**src/bwc_consts.svh**
```systemverilog
// Constants for the byte-wise CRC16 generator: offsets, fields, values.
`ifndef BWC_CONSTS_SVH
`define BWC_CONSTS_SVH
`define BWC_OFF_CONTROL 4'h0
`define BWC_OFF_INPUT 4'h4
`define BWC_OFF_SUM_LOW 4'h8
`define BWC_OFF_SUM_HIGH 4'hC
`define BWC_POLYNOMIAL_SELECT_CCITT 16'h1021
`define BWC_POLYNOMIAL_SELECT_CRC16 16'h8005
`define BWC_POLYNOMIAL_SELECT_BIT 0
`define BWC_BYTE_ZERO 8'h00
`define BWC_SUM_ZERO 16'h0000
`define BWC_WORD_ZERO 32'h0000_0000
`define BWC_RESP_OKAY 2'b00
`define BWC_RESP_SLVERR 2'b10
`define BWC_ADDR_LSB 2
`define BWC_ADDR_MSB 3
`define BWC_BITS_PER_BYTE 8
`endif

```
**src/bwc_pkg.sv**
```systemverilog
// Types shared by the byte-wise CRC16 generator modules.
package bwc_pkg;
  // One register write request as seen by the register file.
  typedef struct packed {
    logic [1:0] index;
    logic [7:0] data;
    logic strobe;
  } bwc_wreq_type;
  // Register decode result.
  typedef enum logic [1:0] {
    BWC_REG_CONTROL,
    BWC_REG_INPUT,
    BWC_REG_SUM_LOW,
    BWC_REG_SUM_HIGH
  } bwc_reg_type;
endpackage
```
**src/bwc_crc16_top.sv**
```systemverilog
// AXI4-Lite slave byte-wise CRC16 generator with selectable polynomial.
// Function
// - Each input byte write triggers one checksum update with the held sum.
// - Checksum kept in low register bits 7..0 and high register bits 15..8.
// - Control bit 0 picks polynomial: 0 CCITT, 1 CRC-16.
// - Only those two polynomials exist; no other can be chosen.
// - Update completes within one cycle after the write.
// - Input byte XORs into checksum high byte to start each update.
// - Each bit step shifts left one, inserting zero at LSB.
// - When a one shifts out, shifted value XORs with 8005H for CRC-16 or 1021H for CCITT.
// - Eight bit steps per byte; result becomes the new checksum.
// - Control bits 7..1 are unimplemented and read zero.
// - Bytes 78,56,34,12 from zero give D0FA CCITT, 5C43 CRC-16.
`timescale 1ns/100ps
`default_nettype none
`include "bwc_consts.svh"
module bwc_crc16_top
  import bwc_pkg::*;
(
  input wire logic aclk,
  input wire logic aresetn,
  input wire logic [3:0] s_axi_awaddr,
  input wire logic [2:0] s_axi_awprot,
  input wire logic s_axi_awvalid,
  output logic s_axi_awready,
  input wire logic [31:0] s_axi_wdata,
  input wire logic [3:0] s_axi_wstrb,
  input wire logic s_axi_wvalid,
  output logic s_axi_wready,
  output logic [1:0] s_axi_bresp,
  output logic s_axi_bvalid,
  input wire logic s_axi_bready,
  input wire logic [3:0] s_axi_araddr,
  input wire logic [2:0] s_axi_arprot,
  input wire logic s_axi_arvalid,
  output logic s_axi_arready,
  output logic [31:0] s_axi_rdata,
  output logic [1:0] s_axi_rresp,
  output logic s_axi_rvalid,
  input wire logic s_axi_rready
);
  // ==========================================================
  // Write channel capture
  // ==========================================================
  // Address and data are latched independently so either may come first.
  logic aw_full_q;
  logic aw_full_d;
  logic [3:0] aw_addr_q;
  logic [3:0] aw_addr_d;
  logic w_full_q;
  logic w_full_d;
  logic [7:0] w_data_q;
  logic [7:0] w_data_d;
  logic w_strb_q;
  logic w_strb_d;
  logic b_valid_q;
  logic b_valid_d;
  logic [1:0] b_resp_q;
  logic [1:0] b_resp_d;

  // Ready while the slot is empty and no response is pending.
  assign s_axi_awready = !aw_full_q && !b_valid_q;
  assign s_axi_wready = !w_full_q && !b_valid_q;

  wire logic aw_take;
  wire logic w_take;
  wire logic wr_fire;
  assign aw_take = s_axi_awvalid && s_axi_awready;
  assign w_take = s_axi_wvalid && s_axi_wready;
  // The write executes once both halves are held.
  assign wr_fire = aw_full_q && w_full_q && !b_valid_q;

  assign aw_full_d = wr_fire ? 1'b0 : (aw_full_q || aw_take);
  assign aw_addr_d = aw_take ? s_axi_awaddr : aw_addr_q;
  assign w_full_d = wr_fire ? 1'b0 : (w_full_q || w_take);
  assign w_data_d = w_take ? s_axi_wdata[7:0] : w_data_q;
  // Registers are a byte wide, so only lane zero matters.
  assign w_strb_d = w_take ? s_axi_wstrb[0] : w_strb_q;

  // Write address decode.
  wire logic wr_hit;
  bwc_reg_type wr_sel;
  bwc_decode u_wr_decode (
    .addr(aw_addr_q),
    .hit(wr_hit),
    .sel(wr_sel)
  );

  assign b_valid_d = wr_fire ? 1'b1 :
                     ((b_valid_q && s_axi_bready) ? 1'b0 : b_valid_q);
  assign b_resp_d = wr_fire ? (wr_hit ? `BWC_RESP_OKAY : `BWC_RESP_SLVERR)
                            : b_resp_q;
  assign s_axi_bvalid = b_valid_q;
  assign s_axi_bresp = b_resp_q;

  // ==========================================================
  // Register file and CRC engine
  // ==========================================================
  bwc_wreq_type wreq;
  assign wreq.index = wr_sel;
  assign wreq.data = w_data_q;
  assign wreq.strobe = wr_fire && wr_hit && w_strb_q;

  logic polynomial_select_select_q;
  logic polynomial_select_select_d;
  logic [7:0] input_byte_q;
  logic [7:0] input_byte_d;
  logic [15:0] running_checksum_q;
  logic [15:0] running_checksum_d;
  logic [15:0] next_sum;

  // The step works on the held checksum and selected polynomial.
  bwc_crc_step u_step (
    .sum_in(running_checksum_q),
    .data_in(wreq.data),
    .polynomial_select_sel(polynomial_select_select_q),
    .sum_out(next_sum)
  );

  wire logic wr_control;
  wire logic wr_input;
  wire logic wr_low;
  wire logic wr_high;
  assign wr_control = wreq.strobe && (wreq.index == BWC_REG_CONTROL);
  assign wr_input = wreq.strobe && (wreq.index == BWC_REG_INPUT);
  assign wr_low = wreq.strobe && (wreq.index == BWC_REG_SUM_LOW);
  assign wr_high = wreq.strobe && (wreq.index == BWC_REG_SUM_HIGH);

  // Only bit 0 of control is stored.
  assign polynomial_select_select_d = wr_control ? wreq.data[`BWC_POLYNOMIAL_SELECT_BIT]
                                    : polynomial_select_select_q;
  assign input_byte_d = wr_input ? wreq.data : input_byte_q;
  // An input byte write replaces the whole sum in the same edge it lands.
  assign running_checksum_d =
    wr_input ? next_sum :
    wr_low ? {running_checksum_q[15:8], wreq.data} :
    wr_high ? {wreq.data, running_checksum_q[7:0]} :
    running_checksum_q;

  // ==========================================================
  // Read channel
  // ==========================================================
  logic r_valid_q;
  logic r_valid_d;
  logic [31:0] r_data_q;
  logic [31:0] r_data_d;
  logic [1:0] r_resp_q;
  logic [1:0] r_resp_d;

  assign s_axi_arready = !r_valid_q;
  wire logic ar_take;
  assign ar_take = s_axi_arvalid && s_axi_arready;

  wire logic rd_hit;
  bwc_reg_type rd_sel;
  bwc_decode u_rd_decode (
    .addr(s_axi_araddr),
    .hit(rd_hit),
    .sel(rd_sel)
  );

  // Upper bits of each word and control bits 7..1 read as zero.
  logic [7:0] rd_byte;
  always_comb
  begin
    case (rd_sel)
      BWC_REG_CONTROL: rd_byte = {7'h00, polynomial_select_select_q};
      BWC_REG_INPUT: rd_byte = input_byte_q;
      BWC_REG_SUM_LOW: rd_byte = running_checksum_q[7:0];
      BWC_REG_SUM_HIGH: rd_byte = running_checksum_q[15:8];
      default: rd_byte = `BWC_BYTE_ZERO;
    endcase
  end

  assign r_valid_d = ar_take ? 1'b1 :
                     ((r_valid_q && s_axi_rready) ? 1'b0 : r_valid_q);
  assign r_data_d = ar_take ? (rd_hit ? {24'h000000, rd_byte} : `BWC_WORD_ZERO)
                            : r_data_q;
  assign r_resp_d = ar_take ? (rd_hit ? `BWC_RESP_OKAY : `BWC_RESP_SLVERR)
                            : r_resp_q;
  assign s_axi_rvalid = r_valid_q;
  assign s_axi_rdata = r_data_q;
  assign s_axi_rresp = r_resp_q;

  // ==========================================================
  // State registers
  // ==========================================================
  // Bus handshake state.
  always_ff @(posedge aclk)
  begin
    if (!aresetn)
    begin
      aw_full_q <= 1'b0;
      w_full_q <= 1'b0;
      b_valid_q <= 1'b0;
      r_valid_q <= 1'b0;
    end
    else
    begin
      aw_full_q <= aw_full_d;
      w_full_q <= w_full_d;
      b_valid_q <= b_valid_d;
      r_valid_q <= r_valid_d;
    end
  end

  // Payload holders; reset keeps outputs defined from the start.
  always_ff @(posedge aclk)
  begin
    if (!aresetn)
    begin
      aw_addr_q <= `BWC_OFF_CONTROL;
      w_data_q <= `BWC_BYTE_ZERO;
      w_strb_q <= 1'b0;
      b_resp_q <= `BWC_RESP_OKAY;
      r_data_q <= `BWC_WORD_ZERO;
      r_resp_q <= `BWC_RESP_OKAY;
    end
    else
    begin
      aw_addr_q <= aw_addr_d;
      w_data_q <= w_data_d;
      w_strb_q <= w_strb_d;
      b_resp_q <= b_resp_d;
      r_data_q <= r_data_d;
      r_resp_q <= r_resp_d;
    end
  end

  // CRC registers all clear to zero at reset.
  always_ff @(posedge aclk)
  begin
    if (!aresetn)
    begin
      polynomial_select_select_q <= 1'b0;
      input_byte_q <= `BWC_BYTE_ZERO;
      running_checksum_q <= `BWC_SUM_ZERO;
    end
    else
    begin
      polynomial_select_select_q <= polynomial_select_select_d;
      input_byte_q <= input_byte_d;
      running_checksum_q <= running_checksum_d;
    end
  end

  // Protection bits carry no meaning for this block.
  wire logic unused_prot;
  assign unused_prot = ^{s_axi_awprot, s_axi_arprot, s_axi_wdata[31:8],
                         s_axi_wstrb[3:1]};
endmodule
`default_nettype wire

```
**src/bwc_crc_step.sv**
```systemverilog
// Combinational eight-bit CRC16 update for the two fixed polynomials.
`timescale 1ns/100ps
`default_nettype none
`include "bwc_consts.svh"
module bwc_crc_step
  import bwc_pkg::*;
(
  input wire logic [15:0] sum_in,
  input wire logic [7:0] data_in,
  input wire logic polynomial_select_sel,
  output logic [15:0] sum_out
);
  // Only two constants are selectable; no other polynomial can be reached.
  wire logic [15:0] polynomial_select_value;
  assign polynomial_select_value = polynomial_select_sel ? `BWC_POLYNOMIAL_SELECT_CRC16 : `BWC_POLYNOMIAL_SELECT_CCITT;
  // Stage zero mixes the byte into the high half of the checksum.
  wire logic [15:0] stage [0:`BWC_BITS_PER_BYTE];
  assign stage[0] = sum_in ^ {data_in, `BWC_BYTE_ZERO};
  // Eight unrolled bit steps keep the update to one clock.
  genvar i;
  generate
    for (i = 0; i < `BWC_BITS_PER_BYTE; i = i + 1)
    begin : g_bit
      wire logic [15:0] shifted;
      assign shifted = {stage[i][14:0], 1'b0};
      // The bit shifted out of the top decides the XOR.
      assign stage[i+1] = stage[i][15] ? (shifted ^ polynomial_select_value) : shifted;
    end
  endgenerate
  assign sum_out = stage[`BWC_BITS_PER_BYTE];
endmodule
`default_nettype wire

```
**src/bwc_decode.sv**
```systemverilog
// Word address decoder for the CRC register map.
`timescale 1ns/100ps
`default_nettype none
`include "bwc_consts.svh"
module bwc_decode
  import bwc_pkg::*;
(
  input wire logic [3:0] addr,
  output logic hit,
  output bwc_reg_type sel
);
  // Map only the four word offsets; anything else misses.
  assign hit = (addr == `BWC_OFF_CONTROL) || (addr == `BWC_OFF_INPUT) ||
               (addr == `BWC_OFF_SUM_LOW) || (addr == `BWC_OFF_SUM_HIGH);
  assign sel = bwc_reg_type'(addr[`BWC_ADDR_MSB:`BWC_ADDR_LSB]);
endmodule
`default_nettype wire

```
**config.mk**
```make
export PLATFORM = sky130hd
export DESIGN_NAME = bwc_crc16_top
export DESIGN_NICKNAME = d
export VERILOG_FILES = /design/src/bwc_pkg.sv /design/src/bwc_crc16_top.sv /design/src/bwc_crc_step.sv /design/src/bwc_decode.sv
export VERILOG_INCLUDE_DIRS = /design/src
export SDC_FILE = /design/constraint.sdc
export NUM_CORES = 1
export LEC_CHECK = 0
export BUFFER_PORTS_ARGS = -buffer_cell sky130_fd_sc_hd__buf_2
export CAP_MARGIN = 20
export CORE_MARGIN = 2
export CORE_UTILIZATION = 47
export CTS_CLUSTER_SIZE = 8
export DETAILED_ROUTE_END_ITERATION = 8
export PLACE_DENSITY = 0.79
export SLEW_MARGIN = 20
export SYNTH_ARGS = -nofsm -noshare
export SYNTH_HDL_FRONTEND = slang
export SYNTH_HIERARCHICAL = 1
export SYNTH_SLANG_ARGS = --single-unit
```
**constraint.sdc**
```tcl
create_clock -name aclk -period 2.21 [get_ports aclk]
set_input_delay 0.1105 -clock aclk [delete_from_list [all_inputs] [get_ports aclk]]
set_output_delay 0.1105 -clock aclk [all_outputs]
set_load 0.02 [all_outputs]
```
==> flow_summary_export.csv <==
group,metric,value,unit
worst_setup_path,ff2ff_path_depth,8,
outcome,status,"completed",
die,dieArea,7330,µm²
synthesis,ys_seq_area_frac,0.333,
clock_tree,clk-insertion-delay-late,320,ps
die,die_x,85.6,µm
synthesis,synth.mux.area_fraction,0.135,
hold_path,min_path_type,"in2reg",
clock_tree,cts-root-buf,"clkbuf_8",
worst_setup_path,reg2reg_to,"running_checksum_q[0]",
placement,dpl-instance-area,3380,µm²
cells_and_area,area.growth.synth_to_final,13.0,%
drt,ant_nets,0,
die,initial_core_util,0.490,
clock_tree,cts_tree,"done",
sta,hold_viol,0,
die,rows,29,
synthesis,synth-seq-cells,52,
grt,grt_usage,0.196,
grt,overflow,0,
sta,fin_crit,2050,ps
cells_and_area,postLayoutCellArea,3530,µm²
synthesis,syn_inst,334,
flow_run,drv_cap,0,
placement,hpwl,5140,µm
synthesis,synth_xor_area_frac,0.141,
worst_setup_path,cp-end-kind,"flip-flop",
synthesis,synth_warnings,6,
synthesis,synth_ff_type,"dfxtp_1",
drt,drc,0,
placement,port-buffer-count,38,
die,die_h,85.6,µm
drt,drt-initial-drc-count,145,
synthesis,synth_edf_count,0,
sta,slew_viol_final,0,
die,core-area,6390,µm²
power,p_per_area,618,nW/µm²
sta,worst_slack,157,ps
grt,grt_pass1_wl,11400,µm
worst_setup_path,cp.arrival,2270,ps
cells_and_area,nFillCells,565,
drt,drt_wl_total,6810,µm
power,p_total,2.18,mW
grt,grt_max_degree,30,
placement,gp_congestion,0.883,
placement,dp_slack,-35.4,ps
sta,max_freq,487,MHz
cells_and_area,n_antenna_cell,0,
worst_setup_path,cp_max_fo,3,
hold_path,min_delay_path_depth,3,
worst_setup_path,r2r_slack,160,ps
synthesis,ys_async_sr_fraction,0,
power,p_leak,1.54,nW
worst_setup_path,crit_type,"reg2reg",
hold_path,hold_path_end,"w_data_q[0]",
cells_and_area,finalNonFillerCells,459,
clock_tree,cts.sinks,52,
sta,setup_viol,0,
die,ioPinCount,98,
synthesis,synthAdderAreaFrac,0,
clock_tree,cts_htree_levels,2,
cells_and_area,final_common_cell,"dfxtp_1",
synthesis,synth_top_family_by_area,"simple AND/OR/NAND/NOR gates",
clock_tree,clkSlewWorstSetupHoldPaths,110,ps
worst_setup_path,rr_startpoint,"w_data_q[1]",
hold_path,hp-start,"s_axi_wdata[0]",
sta,period_share,0.929,
drt,routed-via-count,2430,
clock_tree,clk_path_buf_depth,2,
clock_tree,numCtsBuffers,5,
drt,routed_via_density,5.29,
drt,wire_per_inst,14.8,µm
drt,first_pass_iters,5,
placement,place_inst,449,
worst_setup_path,cp-start-kind,"flip-flop",
synthesis,syn_area,3130,µm²
sta,worstMarginPinSlew,766,ps
cells_and_area,final_cell_mix,"dfxtp_1, buf_2, nor2_1",
sta,fin_tns_setup,0,ps
cells_and_area,final_nets,438,
sta,final.setup_skew,17.7,ps
synthesis,syn_area_per_cell,9.37,µm²
worst_setup_path,cp.required,2430,ps
synthesis,synth_cell_type_count,46,
sta,max-slew-margin-rel,0.489,
synthesis,yosys.area_share.simple,0.151,
power,ir_worst_vdd,0.000531,V
grt,grt_pass1_vias,2357,
sta,rsz0062_at_grt,"no",
grt,antenna_found_initial,0,
synthesis,synth_compound_area_frac,0.122,
cells_and_area,drive_above_1_share,0.277,
## cell type report
class                           count  area, µm²  share of cell area
Clock buffer                        6       82.6              0.0234
Clock inverter                      2       38.8              0.0110
Inverter                           10       37.5              0.0106
Multi-Input combinational cell    246       1830               0.518
Sequential cell                    52       1040               0.296
Tap cell                           77       96.3              0.0273
Timing Repair Buffer               66        403               0.114
## Yosys cell counts (all sizes together), types with 2 or more instances
cell type	count	area share
nor2b	3	0.0068
o21ai	12	0.019
dfxtp	52	0.33
nand2	22	0.026
nor4	8	0.016
a221o	8	0.026
inv	10	0.012
xor2	12	0.048
o2bb2ai	7	0.020
nand4	2	0.0060
buf	42	0.095
a211oi	3	0.0072
a22oi	7	0.017
nor2	29	0.035
clkbuf	9	0.011
nand3	10	0.016
xnor3	3	0.022
mux2i	23	0.074
a21oi	14	0.022
nor3b	2	0.0064
xnor2	23	0.072
nand2b	5	0.010
mux2	15	0.054
## cells by family after synthesis
logic type / count (synthesis)
simple gates: 88
compound gates: 55
xor+xnor: 38
mux: 39
buf+inv: 61
flops: 52
other cells: 1
## per-layer routing
| metal | wire length [µm] | vias up | part of all wire | global-route usage |
|---|---|---|---|---|
| met4 | 188 | 0 | 0.028 | 0.0808 |
| met5 | 0 | - | 0 | 0 |
| met1 | 2930 | 1134 | 0.43 | 0.255 |
| met2 | 3280 | 88 | 0.48 | 0.331 |
| met3 | 425 | 13 | 0.062 | 0.0231 |
| li1 | - | 1195 | - | - |
## worst max path at each step
stage,endpoint,depth (start not counted),from,slack [ps]
final,running_checksum_q[0],8,w_data_q[1],160
after global routing,running_checksum_q[1],9,running_checksum_q[11],40
after detailed placement,running_checksum_q[0],8,w_data_q[5],-40
after global placement,running_checksum_q[0],8,w_data_q[5],120
after floorplan,running_checksum_q[0],8,w_data_q[7],110
after CTS,running_checksum_q[0],8,running_checksum_q[9],4
## metrics by stage
stage,hold WS [ps],utilization
after floorplan,210,-
after global placement,300,0.529
after detailed placement,301,0.529
after CTS,28.3,0.550
after global routing,40.1,0.553
final,18.7,0.553
## report_power, final
group | switching, mW | internal (mW)
logic | 0.256 | 0.224
registers | 0.0365 | 0.962
clock network | 0.334 | 0.371
total | 0.626 | 1.56
## worst max-delay path: stages, from the launching register on
cell and delay (ps):
dfxtp_2 360, xnor2_2 320, xor2_4 210, xnor3_1 300, nand2b_1 160, xnor2_1 170, inv_1 100, nor4_2 50
a221o_1 280
## registers in the layout (all words and copies together), names as in the netlist, 4 cells and up
register and count:
running_checksum_q 16, input_byte_q 8, s_axi_rdata 8, w_data_q 8
aw_addr_q 4
## what timing repair did
item	4_1_cts	5_1_grt
hold buffers	1	0
hold endpoints to repair	1	0
setup buffers	0	1
resized for setup	2	3
pin swaps	1	5
endpoints found under the setup margin	1	1
(Power assumes the default switching activity.)
